`config.mk`:
```
export PLATFORM = sky130hd
export DESIGN_NAME = pimsm_top
export DESIGN_NICKNAME = d
export VERILOG_FILES = /design/src/pimsm_pkg.sv /design/src/pimsm_top.sv /design/src/pimsm_indirect.sv
export VERILOG_INCLUDE_DIRS = /design/src
export SDC_FILE = /design/constraint.sdc
export NUM_CORES = 1
export LEC_CHECK = 0
export ABC_AREA = 1
export BUFFER_PORTS_ARGS = -buffer_cell sky130_fd_sc_hd__buf_2
export CORE_MARGIN = 2
export CORE_UTILIZATION = 56
export DETAILED_ROUTE_END_ITERATION = 8
export MAX_ROUTING_LAYER = met4
export PLACE_DENSITY = 0.77
export SYNTH_ARGS = -nofsm -noshare
export SYNTH_HDL_FRONTEND = slang
export SYNTH_SLANG_ARGS = --single-unit
export TNS_END_PERCENT = 100
```
`constraint.sdc`:
```
create_clock -name I_SYS_CLK -period 10.45 [get_ports I_SYS_CLK]
set_clock_uncertainty 0.15 [all_clocks]
set_input_delay 0.5225 -clock I_SYS_CLK [delete_from_list [all_inputs] [get_ports I_SYS_CLK]]
set_output_delay 0.5225 -clock I_SYS_CLK [all_outputs]
set_load 0.01 [all_outputs]
```
`src/pimsm_consts.svh`:
```
// constants for the phy interrupt mask, special status and indirect register block
`ifndef PIMSM_CONSTS_SVH
`define PIMSM_CONSTS_SVH
// register indices on the management port
`define PIMSM_IDX_IACC_CTRL   5'h0d
`define PIMSM_IDX_IACC_DATA   5'h0e
`define PIMSM_IDX_FLAGS       5'h1d
`define PIMSM_IDX_ENABLE      5'h1e
`define PIMSM_IDX_SPECIAL     5'h1f
// field layout
`define PIMSM_ENABLE_MASK     16'h03fe
`define PIMSM_AUTODONE_BIT    12
`define PIMSM_FIXED_PATTERN   7'h02
`define PIMSM_FUNC_ADDR       2'h0
`define PIMSM_FUNC_DATA       2'h1
// indirect device addresses
`define PIMSM_DEV_PCS         5'h03
`define PIMSM_DEV_AN          5'h07
`define PIMSM_DEV_VEND        5'h1e
// pcs indices
`define PIMSM_PCS_CTL1        16'h0000
`define PIMSM_PCS_STAT1       16'h0001
`define PIMSM_DEV_PRES1       16'h0005
`define PIMSM_DEV_PRES2       16'h0006
`define PIMSM_PCS_EEE_CAP     16'h0014
`define PIMSM_PCS_EEE_WERR    16'h0016
`define PIMSM_PCS_WAKE_LO     16'h8010
`define PIMSM_PCS_WAKE_HI     16'h8012
`define PIMSM_PCS_BMASK_LO    16'h8021
`define PIMSM_PCS_BMASK_HI    16'h8028
`define PIMSM_PCS_RXADDR_LO   16'h8061
`define PIMSM_PCS_RXADDR_HI   16'h8063
// auto-negotiation indices
`define PIMSM_AN_EEE_ADV      16'h003c
`define PIMSM_AN_EEE_LPADV    16'h003d
// devices-present contents: auto-negotiation and pcs
`define PIMSM_PRES1_VALUE     16'h0088
// storage slots in the indirect register array
`define PIMSM_SLOT_CTL1       4'h0
`define PIMSM_SLOT_WAKE       4'h1
`define PIMSM_SLOT_BMASK      4'h4
`define PIMSM_SLOT_RXADDR     4'hc
`define PIMSM_SLOT_EEE_ADV    4'hf
`endif

```
`src/pimsm_pkg.sv`:
```
// types for the phy interrupt mask, special status and indirect register block
package pimsm_pkg;
  // one management bus request
  typedef struct packed {
    logic        wr;
    logic        rd;
    logic [4:0]  addr;
    logic [15:0] wdata;
  } pimsm_req_t;
  // phy status single-cycle events
  typedef struct packed {
    logic       link_up;
    logic       wake_on_lan;
    logic       energy_detected;
    logic       autoneg_done;
    logic       remote_fault;
    logic       link_down;
    logic       partner_ack;
    logic       parallel_detect_fault;
    logic       page_received;
  } pimsm_events_t;
  // indirect decode result
  typedef enum logic [1:0] {
    PIMSM_HIT_NONE  = 2'h0,
    PIMSM_HIT_RO    = 2'h1,
    PIMSM_HIT_RW    = 2'h3
  } pimsm_hit_t;
endpackage

```
`src/pimsm_top.sv`:
```
// phy interrupt enable, special control/status and indirect access top
// Operation
// - interrupt enable register at index 30; bits 15:10 and 0 read zero
// - enable bit 0 masks its source, 1 enables; all reset to 0
// - bits 9, 8, 7 gate link up, wake on lan, energy detected
// - bits 6, 5, 4 gate autoneg done, remote fault, link down
// - bits 3, 2, 1 gate partner ack, parallel fault, page received
// - each enable bit pairs with the flag bit in the same position
// - special control/status register at index 31; bits 15:13 reserved
// - bit 12 reads autoneg done, zero after reset
// - bits 11:5 reset to 0000010b; host writes that pattern, ignores reads
// - bits 4:2 report speed and duplex with codes 001,010,101,110
// - indirect registers reached only through control and address/data registers
// - only indirect devices 3, 7 and 30 answer
// - indirect contents follow the clause 45 register layout
// - pcs decodes 0,1,5,6,20,22
// - pcs decodes wake 32784-86, masks 32801-08, address 32865-67
// - autoneg device decodes 5,6,60,61
// - flags latch on enabled events; reading the flag register clears them
`timescale 1ns/1ns
`include "pimsm_consts.svh"
module pimsm_top
  import pimsm_pkg::*;
(
  // clock and reset
  input  wire logic        I_SYS_CLK,
  input  wire logic        I_RSTN,
  // management register port
  input  wire logic [4:0]  I_ADDR,
  input  wire logic [15:0] I_WDATA,
  input  wire logic        I_WR,
  input  wire logic        I_RD,
  output logic [15:0]      O_RDATA,
  // phy status, single-cycle events and levels
  input  wire logic        I_LINK_UP,
  input  wire logic        I_WAKE_ON_LAN,
  input  wire logic        I_ENERGY_DETECTED,
  input  wire logic        I_AUTONEG_DONE_EVT,
  input  wire logic        I_REMOTE_FAULT,
  input  wire logic        I_LINK_DOWN,
  input  wire logic        I_PARTNER_ACK,
  input  wire logic        I_PARALLEL_FAULT,
  input  wire logic        I_PAGE_RECEIVED,
  input  wire logic        I_AUTONEG_DONE,
  input  wire logic [2:0]  I_SPEED_DUPLEX,
  input  wire logic [15:0] I_EEE_WAKE_ERRORS,
  input  wire logic [15:0] I_PARTNER_EEE_ADV,
  // interrupt
  output logic             O_IRQ
);
  // -------------------------------------------------------------
  // reset release
  // -------------------------------------------------------------
  logic rst_meta;
  logic rst_n;

  // two flops so the release is clean against the clock
  always_ff @(posedge I_SYS_CLK or negedge I_RSTN)
  begin
    if (!I_RSTN)
    begin
      rst_meta <= 1'b0;
      rst_n    <= 1'b0;
    end
    else
    begin
      rst_meta <= 1'b1;
      rst_n    <= rst_meta;
    end
  end

  // -------------------------------------------------------------
  // request decode
  // -------------------------------------------------------------
  pimsm_req_t    req;
  pimsm_events_t evt;
  logic          sel_flags;
  logic          sel_enable;
  logic          sel_special;
  logic          sel_iacc_ctrl;
  logic          sel_iacc_data;
  logic          flags_read;

  assign req           = '{wr: I_WR, rd: I_RD, addr: I_ADDR, wdata: I_WDATA};
  assign sel_flags     = (req.addr == `PIMSM_IDX_FLAGS);
  assign sel_enable    = (req.addr == `PIMSM_IDX_ENABLE);
  assign sel_special   = (req.addr == `PIMSM_IDX_SPECIAL);
  assign sel_iacc_ctrl = (req.addr == `PIMSM_IDX_IACC_CTRL);
  assign sel_iacc_data = (req.addr == `PIMSM_IDX_IACC_DATA);
  assign flags_read    = req.rd && sel_flags;

  // event bits line up with the enable register positions 9..1
  assign evt = '{link_up: I_LINK_UP, wake_on_lan: I_WAKE_ON_LAN,
                 energy_detected: I_ENERGY_DETECTED, autoneg_done: I_AUTONEG_DONE_EVT,
                 remote_fault: I_REMOTE_FAULT, link_down: I_LINK_DOWN,
                 partner_ack: I_PARTNER_ACK, parallel_detect_fault: I_PARALLEL_FAULT,
                 page_received: I_PAGE_RECEIVED};

  // -------------------------------------------------------------
  // interrupt enable and source flags
  // -------------------------------------------------------------
  logic [15:0] phy_interrupt_enable;
  logic [15:0] phy_interrupt_flags;
  logic [15:0] event_vec;
  logic [15:0] next_flags;

  assign event_vec = {6'h00, evt, 1'b0};

  // a flag only latches when its enable bit is set; a new event beats the read clear
  assign next_flags = ((flags_read ? 16'h0000 : phy_interrupt_flags)
                      | (event_vec & phy_interrupt_enable)) & `PIMSM_ENABLE_MASK;

  // enable register: only bits 9..1 are stored, the rest read zero
  always_ff @(posedge I_SYS_CLK or negedge rst_n)
  begin
    if (!rst_n)
      phy_interrupt_enable <= 16'h0000;
    else if (req.wr && sel_enable)
      phy_interrupt_enable <= req.wdata & `PIMSM_ENABLE_MASK;
  end

  // source flags
  always_ff @(posedge I_SYS_CLK or negedge rst_n)
  begin
    if (!rst_n)
      phy_interrupt_flags <= 16'h0000;
    else
      phy_interrupt_flags <= next_flags;
  end

  // level output; only enabled flags can pull it
  assign O_IRQ = |(phy_interrupt_flags & phy_interrupt_enable);

  // -------------------------------------------------------------
  // special control/status
  // -------------------------------------------------------------
  logic [6:0]  special_fixed;
  logic        autoneg_done;
  logic [2:0]  speed_duplex;
  logic [15:0] phy_special_control_status;

  // the fixed field is stored as written and reads back in bits 11:5
  always_ff @(posedge I_SYS_CLK or negedge rst_n)
  begin
    if (!rst_n)
      special_fixed <= `PIMSM_FIXED_PATTERN;
    else if (req.wr && sel_special)
      special_fixed <= req.wdata[11:5];
  end

  // status sampled once a cycle so reads see a stable value
  always_ff @(posedge I_SYS_CLK or negedge rst_n)
  begin
    if (!rst_n)
    begin
      autoneg_done <= 1'b0;
      speed_duplex <= 3'h0;
    end
    else
    begin
      autoneg_done <= I_AUTONEG_DONE;
      speed_duplex <= I_SPEED_DUPLEX;
    end
  end

  assign phy_special_control_status = {3'h0, autoneg_done, special_fixed, speed_duplex, 2'h0};

  // -------------------------------------------------------------
  // indirect access control and address/data
  // -------------------------------------------------------------
  logic [1:0]  indirect_function;
  logic [4:0]  indirect_device_select;
  logic [15:0] indirect_index;
  logic [15:0] indirect_control;
  logic [15:0] indirect_rdata;
  logic        indirect_data_wr;
  logic        indirect_addr_wr;

  // data function routes the address/data port to the selected register
  assign indirect_data_wr = req.wr && sel_iacc_data && (indirect_function == `PIMSM_FUNC_DATA);
  assign indirect_addr_wr = req.wr && sel_iacc_data && (indirect_function == `PIMSM_FUNC_ADDR);
  assign indirect_control = {indirect_function, 9'h000, indirect_device_select};

  // control holds function in bits 15:14 and device in 4:0
  always_ff @(posedge I_SYS_CLK or negedge rst_n)
  begin
    if (!rst_n)
    begin
      indirect_function      <= `PIMSM_FUNC_ADDR;
      indirect_device_select <= 5'h00;
    end
    else if (req.wr && sel_iacc_ctrl)
    begin
      indirect_function      <= req.wdata[15:14];
      indirect_device_select <= req.wdata[4:0];
    end
  end

  // index latch
  always_ff @(posedge I_SYS_CLK or negedge rst_n)
  begin
    if (!rst_n)
      indirect_index <= 16'h0000;
    else if (indirect_addr_wr)
      indirect_index <= req.wdata;
  end

  pimsm_indirect u_indirect
  (
    .i_clk             (I_SYS_CLK),
    .i_rst_n           (rst_n),
    .i_dev             (indirect_device_select),
    .i_index           (indirect_index),
    .i_wr              (indirect_data_wr),
    .i_wdata           (req.wdata),
    .i_eee_wake_errors (I_EEE_WAKE_ERRORS),
    .i_partner_eee_adv (I_PARTNER_EEE_ADV),
    .o_rdata           (indirect_rdata),
    .o_hit             ()
  );

  // -------------------------------------------------------------
  // read mux
  // -------------------------------------------------------------
  logic [15:0] read_value;
  logic [15:0] iacc_data_view;

  // address function returns the index; data function the selected register
  assign iacc_data_view = (indirect_function == `PIMSM_FUNC_DATA) ? indirect_rdata : indirect_index;

  // unmapped indices read zero
  assign read_value = sel_enable    ? phy_interrupt_enable :
                      sel_flags     ? phy_interrupt_flags :
                      sel_special   ? phy_special_control_status :
                      sel_iacc_ctrl ? indirect_control :
                      sel_iacc_data ? iacc_data_view : 16'h0000;

  // read data stands only in the cycle after the strobe
  always_ff @(posedge I_SYS_CLK or negedge rst_n)
  begin
    if (!rst_n)
      O_RDATA <= 16'h0000;
    else
      O_RDATA <= req.rd ? read_value : 16'h0000;
  end
endmodule

```
`src/pimsm_indirect.sv`:
```
// indirect register space: pcs, auto-negotiation and vendor devices
`timescale 1ns/1ns
`include "pimsm_consts.svh"
module pimsm_indirect
  import pimsm_pkg::*;
(
  // clock and reset
  input  wire logic        i_clk,
  input  wire logic        i_rst_n,
  // access
  input  wire logic [4:0]  i_dev,
  input  wire logic [15:0] i_index,
  input  wire logic        i_wr,
  input  wire logic [15:0] i_wdata,
  // status inputs
  input  wire logic [15:0] i_eee_wake_errors,
  input  wire logic [15:0] i_partner_eee_adv,
  // result
  output logic [15:0]      o_rdata,
  output pimsm_hit_t       o_hit
);
  logic [15:0] store [16];
  logic [3:0]  slot;
  logic [15:0] ro_value;

  // -------------------------------------------------------------
  // decode: only pcs, auto-negotiation and vendor devices answer
  // -------------------------------------------------------------
  function automatic pimsm_hit_t decode(input logic [4:0] dev, input logic [15:0] idx);
    pimsm_hit_t h;
    h = PIMSM_HIT_NONE;
    if (dev == `PIMSM_DEV_PCS)
    begin
      if (idx == `PIMSM_PCS_CTL1)
        h = PIMSM_HIT_RW;
      else if (idx == `PIMSM_PCS_STAT1 || idx == `PIMSM_DEV_PRES1 || idx == `PIMSM_DEV_PRES2)
        h = PIMSM_HIT_RO;
      else if (idx == `PIMSM_PCS_EEE_CAP || idx == `PIMSM_PCS_EEE_WERR)
        h = PIMSM_HIT_RO;
      else if (idx >= `PIMSM_PCS_WAKE_LO && idx <= `PIMSM_PCS_WAKE_HI)
        h = PIMSM_HIT_RW;
      else if (idx >= `PIMSM_PCS_BMASK_LO && idx <= `PIMSM_PCS_BMASK_HI)
        h = PIMSM_HIT_RW;
      else if (idx >= `PIMSM_PCS_RXADDR_LO && idx <= `PIMSM_PCS_RXADDR_HI)
        h = PIMSM_HIT_RW;
    end
    else if (dev == `PIMSM_DEV_AN)
    begin
      if (idx == `PIMSM_DEV_PRES1 || idx == `PIMSM_DEV_PRES2 || idx == `PIMSM_AN_EEE_LPADV)
        h = PIMSM_HIT_RO;
      else if (idx == `PIMSM_AN_EEE_ADV)
        h = PIMSM_HIT_RW;
    end
    else if (dev == `PIMSM_DEV_VEND)
    begin
      if (idx == `PIMSM_DEV_PRES1 || idx == `PIMSM_DEV_PRES2)
        h = PIMSM_HIT_RO;
    end
    return h;
  endfunction

  assign o_hit = decode(i_dev, i_index);

  // slot of a writable register, offsets from each range base
  assign slot = (i_index == `PIMSM_PCS_CTL1)     ? `PIMSM_SLOT_CTL1 :
                (i_index == `PIMSM_AN_EEE_ADV)   ? `PIMSM_SLOT_EEE_ADV :
                (i_index <= `PIMSM_PCS_WAKE_HI)  ? 4'(`PIMSM_SLOT_WAKE + 4'(i_index - `PIMSM_PCS_WAKE_LO)) :
                (i_index <= `PIMSM_PCS_BMASK_HI) ? 4'(`PIMSM_SLOT_BMASK + 4'(i_index - `PIMSM_PCS_BMASK_LO)) :
                4'(`PIMSM_SLOT_RXADDR + 4'(i_index - `PIMSM_PCS_RXADDR_LO));

  // read-only contents; status bits the model does not track read zero
  assign ro_value = (i_index == `PIMSM_DEV_PRES1)    ? `PIMSM_PRES1_VALUE :
                    (i_index == `PIMSM_PCS_EEE_WERR) ? i_eee_wake_errors :
                    (i_index == `PIMSM_AN_EEE_LPADV) ? i_partner_eee_adv : 16'h0000;

  // read data: unsupported devices and indices read zero
  assign o_rdata = (o_hit == PIMSM_HIT_RW) ? store[slot] :
                   (o_hit == PIMSM_HIT_RO) ? ro_value : 16'h0000;

  // writable storage, cleared at reset
  always_ff @(posedge i_clk or negedge i_rst_n)
  begin
    if (!i_rst_n)
    begin
      for (int k = 0; k < 16; k++)
        store[k] <= 16'h0000;
    end
    else if (i_wr && o_hit == PIMSM_HIT_RW)
      store[slot] <= i_wdata;
  end
endmodule

```
* After elaboration in Yosys (flattened, before gate mapping)
Index checks and enable logic that the tools add are counted.
** Storage, ports and cells
- Flip-flop bits (word level) :: 326
- Input port bits :: 70
- Output and inout bits :: 17
- Logic and storage cells :: 118
** Cells by class
- $add $sub $neg :: 6
- Order comparisons :: 8
- Eq/ne operators :: 18
- Mux-type cells :: 35
- Bitwise logic cells :: 4
- Reductions and logical operators :: 20
** Operator list (count)
- 256-bit bitwise mux :: 1
- 16-bit 2-to-1 mux :: 15
- 16-bit binary-select mux with 4-bit select :: 1
- 16-bit demux with 4-bit select :: 1
- 16-bit >= comparator (second input constant) :: 3
- 16-bit <= comparator (second input constant) :: 3
- 16-bit by 3-bit equality test with 1-bit output (second input constant) :: 2
- 16-bit by 5-bit equality test with 1-bit output (second input constant) :: 2
- 16-bit by 6-bit equality test with 1-bit output (second input constant) :: 2
- 2-bit 2-to-1 mux :: 11
- 10-bit bitwise AND :: 2
- 5-bit equality test (second input constant) :: 4
- 16-bit by 1-bit equality test with 1-bit output (second input constant) :: 1
- 16-bit zero test :: 1
- 4-bit 2-to-1 mux :: 4
- 16-bit OR reduction :: 1
- 1-bit logical AND :: 12
- 4-bit by 1-bit subtractor with 4-bit output (second input constant) :: 3
- 5-bit by 4-bit equality test with 1-bit output (second input constant) :: 2
- 10-bit 2-to-1 mux :: 1
- 10-bit bitwise OR :: 1
- 5-bit by 2-bit equality test with 1-bit output (second input constant) :: 1
- 5-bit by 3-bit equality test with 1-bit output (second input constant) :: 1
- 5-bit >= comparator (second input constant) :: 1
- other kinds (10) :: 15

* Logic depth before layout (Yosys ltp)
Gate-level depths: netlist of the first run.
- Word-level depth :: 19
- Mapped depth :: 22

* Modules after synthesis
Synthesis of the first run repeated with hierarchy kept, for this count alone.
** Unflattened totals
- Cells, all modules :: 2302
- Area, all modules :: 16945.0 um^2
** Modules (own cells, without submodules)
- pimsm_indirect :: instances 1, cells an instance 1915, area an instance 13678.1 um^2
- pimsm_top :: instances 1, cells an instance 387, area an instance 3266.9 um^2

* Worst setup path before layout of the first run
OpenSTA, ideal clock, no wires.
- Path type :: flip-flop to flip-flop
- From :: register indirect_index[1]
- To :: register u_indirect.store[246] in the netlist's numbering
- Setup time :: 0.134 ns
- Arrival time :: 2.303 ns
- Path slack :: 7.864 ns
- Stages on the path, launching flop included :: 19
- Period minus slack after synthesis :: 2.586 ns
- Path through :: dfrtp_1 -> inv_1 -> ha_1 -> nand2_1 -> nand4_1 -> nand3_1 -> nand2_1 -> nand2_1 -> nand3_1 -> inv_1 -> nand2_1 -> nand2_2 -> nor3_4 -> inv_2 -> nor2_2 -> nand2_2 -> buf_2 -> nand2_1 -> o21ai_0
** On the way
- Cells in the longest elaborated chain, start to end :: 12
** Ends and longest elaborated chain
- start, declared :: line pimsm_top.sv:173 : logic [15:0] indirect_index;
- start signal, assigned :: line pimsm_top.sv:205 : indirect_index <= req.wdata;
- 4-bit by 1-bit subtractor with 4-bit output (no source line)
- 4-bit adder (no source line) or 3-bit by 4-bit adder with 4-bit output (tied branches)
- 4-bit 2-to-1 mux :: line pimsm_indirect.sv:68 : (i_index <= `PIMSM_PCS_BMASK_HI) ? 4'(`PIMSM_SLOT_BMASK + 4'(i_index - `PIMSM_PCS_BMASK_LO)) :
- 4-bit 2-to-1 mux :: line pimsm_indirect.sv:67 : (i_index <= `PIMSM_PCS_WAKE_HI) ? 4'(`PIMSM_SLOT_WAKE + 4'(i_index - `PIMSM_PCS_WAKE_LO)) :
- 4-bit 2-to-1 mux :: line pimsm_indirect.sv:66 : (i_index == `PIMSM_AN_EEE_ADV) ? `PIMSM_SLOT_EEE_ADV :
- 4-bit 2-to-1 mux :: line pimsm_indirect.sv:65 : assign slot = (i_index == `PIMSM_PCS_CTL1) ? `PIMSM_SLOT_CTL1 :
- 4-bit NOT with 5-bit output (not written as such) :: line pimsm_indirect.sv:89 : store[slot] <= i_wdata;
- 5-bit >= comparator (not written as such) or 5-bit by 1-bit less-than comparator with 1-bit output (tied branches) :: line pimsm_indirect.sv:89
- 1-bit logical AND (not written as such) :: line pimsm_indirect.sv:89
- 16-bit 2-to-1 mux (not written as such) :: line pimsm_indirect.sv:89
- 16-bit demux with 4-bit select :: line pimsm_indirect.sv:89
- 256-bit bitwise mux :: line pimsm_indirect.sv:89
- end signal, assigned by index :: line pimsm_indirect.sv:89
- end, declared :: line pimsm_indirect.sv:22 : logic [15:0] store [16];
Several ways; a longest one is shown, not always the timed one.
A chain may end at the register's enable or synchronous reset.

* Worst setup path in the final report of the first run
- From :: register indirect_index[0]
- To :: register u_indirect.store[193] in the netlist's numbering
The elaborated chain is that of the path after synthesis.

==> results.ini, run 1 <==
[cts]
cts_buffers = 36
clk_latency_ns = 0.51
cts-root-buf = clkbuf_16
cts_sinks = 326
cts_buffer_depth = 3
clk_pin_slew_ns = 0.06
htreeDepth = 2
tritoncts = built
cts_setup_buffers = 0

[global_route]
grt_pass1_vias = 14100
antenna_found_initial = 0
grt_pass1_wl_um = 74300
track_usage_pct = 32.0
gr-total-overflow = 0
grt_max_degree = 93

[sta]
setup_viol = 0
timing.fmax_ghz = 0.195
slew_headroom_pct = 17.0
fin_crit_ns = 5.13
fin_crit_sh_pct = 49.1
hold_violations = 0
holdWs_ns = 0.0669
rsz0062_at_grt = false
fin_setup_tns_ns = 0
max_slew.worst_pin.slew_ns = 1.24
maxSlewViolCount = 0

[synth]
yosysMostFrequentCell = nand2_1
ys.flop_type = dfrtp_1
async_flop_share_pct = 100
synth.top_cell.area_share_pct = 50.6
syn_avg_cell_area_um2 = 7.50
ys_types = 38
yosys-top-cells-count = nand2_1, o21ai_0, dfrtp_1
synthesis.area_um2 = 16100
postSynthCellCount = 2143
synth.largest_area_cell = dfrtp_1
yosysWarnings = 0
synth_edf_count = 0
seq_area_frac_synth_pct = 50.8
syn-num-nets = 2218
ys_ff_latch = 326
synthTopCellsByArea = dfrtp_1, nand2_1, o21ai_0

[worst_setup_path]
crit_top_cell = nand2_1
required_ns = 10.64
rrSetupSlack_ns = 5.32
endpoint = u_indirect.store[193]
crit_path_max_incr_delay_ns = 0.73
cp.arrival_ns = 5.32
r2r_cells = 14
cp-startpoint = indirect_index[0]
timing.rr.end = u_indirect.store[193]
cp_num_cells = 14
endpoint_kind = flip-flop
start_kind = flip-flop
crit_slowest_cell = buf_4
crit_fanout = 92
path_cells = inv_1 -> ha_1 -> inv_1 -> nor2_1 -> nand2_1 -> nand2_1 -> nand2_4 -> inv_2 -> buf_4 -> nand2_1 -> nor2_2 -> nand2_1 -> nand2_1 -> o21ai_1
critPathTopFamily = simple AND/OR/NAND/NOR gates
r2r-start = indirect_index[0]
critPathKind = flip-flop to flip-flop
cp_num_buf_inv = 4

[floorplanning]
die_area_um2 = 30100
die_w_um = 173
rows = 62
io-pin-count = 87
die_h_um = 173
coreArea_um2 = 28500
start_util_pct = 56.4

[power]
p_total_mw = 3.56
power_density_nw_per_um2 = 200
p_leak_nw = 8.65
ir_worst_vdd_v = 0.000121

[run_status]
status = finished clean

[run]
maxCapViolCount = 0

[placement]
hpwl_um = 28600
port_buffers = 86
place.gp.congestion = 0.904

[finish]
drive_above_1_share_pct = 8.87
syn_to_final_growth_pct = 10.9
n_antenna_cell = 0
nets = 2237

[route]
wire_per_inst_um = 18.0
drt_iter0_drc = 1533
routed_wl_um = 46200
drtPass1Iterations = 5
vias = 14600
drcViolationCount = 0
drtAntennaViolNets = 0
viasPerCell = 5.69

[worst_hold_path]
min_path_type = input pin to flip-flop

flip-flops by register name, summed over array words and instances, names as in the netlist:
register	count
O_RDATA	16
autoneg_done	1
indirect_device_select	5
indirect_function	2
indirect_index	16
phy_interrupt_enable	9
phy_interrupt_flags	9
rst_meta	1
rst_n	1
special_fixed	7
speed_duplex	3
u_indirect.store	256
cell type report:
cell class                      instances  area (um2)
Inverter                              151         568
Fill cell                            2567       10600
Clock buffer                           55        1080
Multi-Input combinational cell       1536        6780
Tap cell                              384         480
Clock inverter                          8         115
Timing Repair Buffer                  111         638
Sequential cell                       326        8160
cell usage in the layout (no fill, tap or decap), drive strengths merged, types with 5 or more instances in the layout:
cell type / instances
nand3: 64
o21ai: 455
a21oi: 39
buf: 106
nor2: 210
dfrtp: 325
nand2: 696
inv: 146
ha: 5
nand4: 15
dlygate4sd3: 5
o22ai: 5
nor3: 6
o211ai: 8
clkbuf: 55
nand3b: 12
clkinv: 10
or2: 10
worst reg2reg max path, delay by kind of cell, from the launching register on:
family | cells | cell delay, ns
AOI/OAI and AO/OA | 1 | 0.11
DFF | 1 | 0.48
adders and majority gates | 1 | 0.31
and+or+nand+nor | 8 | 2.75
buffers and inverters | 4 | 1.16
kinds of logic (layout without fill, tap and decap cells):
group                    count (synthesis)  in the layout  share of synthesized area (%)
AND/OR/NAND/NOR                       1015           1015                           25.4
AO/OA/AOI/OAI                          511            511                           16.1
flip-flops                             326            326                           50.8
buffers and inverters                  281            325                           7.09
adder cells (fa/ha/maj)                  5              5                          0.389
XOR/XNOR                                 4              4                          0.218
other                                    1              1                         0.0233
how the worst min path moves through the flow:
stage                  startpoint                endpoint  cells after the start
floorplan                  I_RSTN                rst_meta                      0
global placement           I_RSTN                rst_meta                      1
detailed placement         I_RSTN                rst_meta                      1
CTS                 I_WAKE_ON_LAN  phy_interrupt_flags[8]                      3
global route        I_WAKE_ON_LAN  phy_interrupt_flags[8]                      3
finish              I_WAKE_ON_LAN  phy_interrupt_flags[8]                      3
routing by layer:
layer  GRT usage [%]  wire length (um)
met4            13.2              1840
met3            5.57              3810
met2            50.1             21400
met5               -                 0
met1            41.5             19200
repair_timing:
action | CTS | global route
gates resized for setup | 0 | 0
endpoints found under the hold margin | 6 | 0
hold buffers | 5 | 0
setup endpoints to repair | 0 | 0
where the power goes:
group	switching [mW]	leakage [nW]	internal (mW)
clock network	0.503	0.593	0.786
logic	0.669	3.60	0.259
registers	0.0404	4.46	1.30
total	1.21	8.65	2.35
per-stage QoR:
step / area (um2) / std cells / setup WS [ns] / utilization (%)
2_1_floorplan: 16100 / 2143 / 0.543 / -
3_3_place_gp: 16600 / 2502 / 5.58 / 58.2
3_5_place_dp: 16600 / 2502 / 5.48 / 58.2
4_1_cts: 17800 / 2570 / 5.44 / 62.6
5_1_grt: 17800 / 2571 / 4.92 / 62.6
6_report: 17800 / 2571 / 5.32 / 62.6
Note: power is estimated with default switching activity, not from simulation.
==> run 2, diff against run 1 <==
--- a/config.mk
+++ b/config.mk
@@ -6,13 +6,13 @@
 export SDC_FILE = /design/constraint.sdc
 export NUM_CORES = 1
 export LEC_CHECK = 0
-export ABC_AREA = 1
+export ABC_AREA = 0
 export BUFFER_PORTS_ARGS = -buffer_cell sky130_fd_sc_hd__buf_2
 export CORE_MARGIN = 2
-export CORE_UTILIZATION = 56
+export CORE_UTILIZATION = 62
 export DETAILED_ROUTE_END_ITERATION = 8
 export MAX_ROUTING_LAYER = met4
-export PLACE_DENSITY = 0.77
+export PLACE_DENSITY = 0.81
 export SYNTH_ARGS = -nofsm -noshare
 export SYNTH_HDL_FRONTEND = slang
 export SYNTH_SLANG_ARGS = --single-unit
==> constraint.sdc (replaced) <==
create_clock -name I_SYS_CLK -period 5.3 [get_ports I_SYS_CLK]
set_clock_uncertainty 0.15 [all_clocks]
set_input_delay 0.265 -clock I_SYS_CLK [delete_from_list [all_inputs] [get_ports I_SYS_CLK]]
set_output_delay 0.265 -clock I_SYS_CLK [all_outputs]
set_load 0.01 [all_outputs]
==> results.ini, run 2 <==
[worst_setup_path]
r2r-start = indirect_index[10]  ; was indirect_index[0]
rrSetupSlack_ns = 0.46  ; was 5.32 ns
r2r_cells = 10  ; was 14
required_ns = 5.55  ; was 10.64 ns
start_kind = flip-flop  ; unchanged
crit_path_max_incr_delay_ns = 0.74  ; was 0.73 ns
path_cells = or4_4 -> or3_1 -> nor2_1 -> nand3_1 -> a31oi_4 -> buf_4 -> o22ai_1 -> o21ai_0 -> nand4_1 -> o41ai_1  ; was inv_1 -> ha_1 -> inv_1 -> nor2_1 -> nand2_1 -> nand2_1 -> nand2_4 -> inv_2 -> buf_4 -> nand2_1 -> nor2_2 -> nand2_1 -> nand2_1 -> o21ai_1
critPathTopFamily = simple AND/OR/NAND/NOR gates  ; unchanged
endpoint_kind = flip-flop  ; unchanged
crit_fanout = 19  ; was 92
cp_num_buf_inv = 1  ; was 4
cp.arrival_ns = 5.09  ; was 5.32 ns
timing.rr.end = O_RDATA[13]  ; was u_indirect.store[193]
crit_slowest_cell = a31oi_4  ; was buf_4
critPathKind = flip-flop to flip-flop  ; unchanged

[sta]
maxSlewViolCount = 0  ; unchanged
setup_viol = 0  ; unchanged
hold_violations = 0  ; unchanged
timing.fmax_ghz = 0.206  ; was 0.195 GHz
slew_headroom_pct = 26.3  ; was 17.0%
fin_crit_ns = 4.84  ; was 5.13 ns
max_slew.worst_pin.slew_ns = 1.10  ; was 1.24 ns
fin_setup_tns_ns = 0  ; unchanged
rsz0062_at_grt = false  ; unchanged
fin_crit_sh_pct = 91.4  ; was 49.1%

[cts]
clk_pin_slew_ns = 0.06  ; about the same
cts_resized = 0  ; unchanged
cts_setup_buffers = 0  ; unchanged
cts_sinks = 326  ; unchanged
cts_buffers = 35  ; was 36
htreeDepth = 2  ; unchanged
cts_buffer_depth = 3  ; unchanged
clk_latency_ns = 0.53  ; was 0.51 ns
cts-root-buf = clkbuf_16  ; unchanged
tritoncts = built  ; unchanged

[synth]
postSynthCellCount = 1377  ; was 2,143
synthTopCellsByArea = dfrtp_1, mux2_2, mux2_4  ; was dfrtp_1, nand2_1, o21ai_0
seq_area_frac_synth_pct = 50.4  ; was 50.8%
yosysWarnings = 0  ; unchanged
ys_types = 75  ; was 38
ys_ff_latch = 326  ; unchanged
async_flop_share_pct = 100  ; unchanged
synth_edf_count = 0  ; unchanged
synth.top_cell.area_share_pct = 50.3  ; was 50.6%
syn_avg_cell_area_um2 = 11.7  ; was 7.50 um2
ys.flop_type = dfrtp_1  ; unchanged
synthesis.area_um2 = 16200  ; was 16,100 um2
synth.largest_area_cell = dfrtp_1  ; unchanged
yosys-top-cells-count = dfrtp_1, mux2_2, clkbuf_1  ; was nand2_1, o21ai_0, dfrtp_1
yosysMostFrequentCell = dfrtp_1  ; was nand2_1
syn-num-nets = 1452  ; was 2,218

[floorplanning]
die_w_um = 166  ; was 173 um
rows = 59  ; was 62
die_area_um2 = 27400  ; was 30,100 um2
die_h_um = 166  ; was 173 um
start_util_pct = 62.6  ; was 56.4%
coreArea_um2 = 25800  ; was 28,500 um2
io-pin-count = 87  ; unchanged

[run_status]
status = finished clean  ; unchanged

[finish]
seq_area_um2 = 8160  ; unchanged
fill_cells = 1726  ; was 2,567
nets = 1505  ; was 2,237
layout_commonest_cell = dfrtp_1  ; was nand2_1
layout_common_cells = dfrtp_1, mux2_2, buf_2, o21ai_0, a21oi_1  ; was nand2_1, o21ai_0, dfrtp_1, nor2_1, inv_1
syn_to_final_growth_pct = 12.9  ; was 10.9%
n_antenna_cell = 0  ; unchanged
drive_above_1_share_pct = 35.3  ; was 8.87%
multi_input_area_um2 = 7530  ; was 6780 um2
largest-register = u_indirect.store  ; unchanged
largest_reg_flops = 256  ; unchanged
reg_top3 = u_indirect.store: 256 flops, O_RDATA: 16 flops, indirect_index: 16 flops  ; unchanged

[placement]
port_buffers = 86  ; unchanged
place.gp.congestion = 0.992  ; was 0.904
hpwl_um = 30500  ; was 28,600 um

[route]
drt_iter0_drc = 1737  ; was 1,533
drtAntennaViolNets = 0  ; unchanged
routed_wl_um = 48400  ; was 46,200 um
drtPass1Iterations = 5  ; unchanged
vias = 12500  ; was 14,600
viasPerCell = 7.00  ; was 5.69
wire_per_inst_um = 27.0  ; was 18.0 um
drcViolationCount = 0  ; unchanged

[global_route]
track_usage_pct = 36.7  ; was 32.0%
antenna_found_initial = 0  ; unchanged
grt_pass1_wl_um = 73400  ; was 74,300 um
grt_pass1_vias = 12300  ; was 14,100
gr-total-overflow = 0  ; unchanged
grt_max_degree = 85  ; was 93

[worst_hold_path]
whs_path_depth = 5  ; was 3
min_from = I_EEE_WAKE_ERRORS[10]  ; was I_WAKE_ON_LAN
min_path_type = input pin to flip-flop  ; unchanged
holdPathEnd = O_RDATA[10]  ; was phy_interrupt_flags[8]

[power]
p_leak_nw = 8.89  ; was 8.65 nW
power_density_nw_per_um2 = 419  ; was 200 nW/um2
p_total_mw = 7.66  ; was 3.56 mW
ir_worst_vdd_v = 0.000311  ; was 0.000121 V

[run]
maxCapViolCount = 0  ; unchanged

[run 2: layout make-up]
cell class | instances | share of cell area (%)
Timing Repair Buffer | 136 | 4.82
Sequential cell | 326 | 44.7
Multi-Input combinational cell | 924 | 41.2
Inverter | 7 | 0.144
Tap cell | 335 | 2.29
Clock inverter | 12 | 0.870
Clock buffer | 51 | 5.96
[run 2: how the worst max path moves through the flow]
stage	end	cells after the start	startpoint
after floorplan	u_indirect.store[150]	13	indirect_index[0]
after global placement	O_RDATA[13]	10	indirect_index[10]
after detailed placement	O_RDATA[13]	10	indirect_index[10]
after CTS	O_RDATA[13]	10	indirect_index[10]
after global routing	O_RDATA[13]	10	indirect_index[10]
final	O_RDATA[13]	10	indirect_index[10]
[run 2: cell families after synthesis]
logic type / share of synthesized area (%)
flip-flops: 50.4
AO/OA/AOI/OAI: 13.0
adder cells (fa/ha/maj): 0.387
AND/OR/NAND/NOR: 9.96
other: 0.0232
buffers and inverters: 3.43
XOR/XNOR: 0.217
multiplexers: 22.5
[run 2: report_power, final]
| part | switching (mW) | internal (mW) | total (mW) |
|---|---|---|---|
| logic | 1.58 | 0.802 | 2.38 |
| registers | 0.103 | 2.57 | 2.67 |
| clock network | 1.03 | 1.58 | 2.61 |
| total | 2.71 | 4.95 | 7.66 |
[run 2: worst reg2reg max path: cells and delay by family, from the launching register on]
kind                   cells  cell delay, ns
AOI/OAI and AO/OA          4            1.45
buffers and inverters      1            0.41
DFF                        1            0.42
and+or+nand+nor            5            2.29
[run 2: metal layers]
metal,GRT usage (%),vias to the layer above,wire length (um)
met5,-,-,0
met3,8.92,186,4970
met4,17.4,0,2400
met2,54.7,817,21900
li1,-,5248,-
met1,47.7,6286,19100
[run 2: what timing repair did]
action,4_1_cts,5_1_grt
hold buffers,15,0
endpoints found under the setup margin,0,0
hold endpoints to repair,15,0
[run 2: through the flow]
stage / instance area, um2 / utilization, % / std cells / worst slack [ns] / hold WS [ns]
floorplan: 16200 / - / 1377 / 1.65 / -0.181
global placement: 16900 / 65.3 / 1713 / 0.681 / -0.0997
detailed placement: 16900 / 65.3 / 1713 / 0.650 / -0.0979
CTS: 18300 / 70.7 / 1791 / 0.605 / 0.0583
global route: 18300 / 70.7 / 1791 / 0.229 / 0.102
finish: 18300 / 70.7 / 1791 / 0.456 / 0.0652
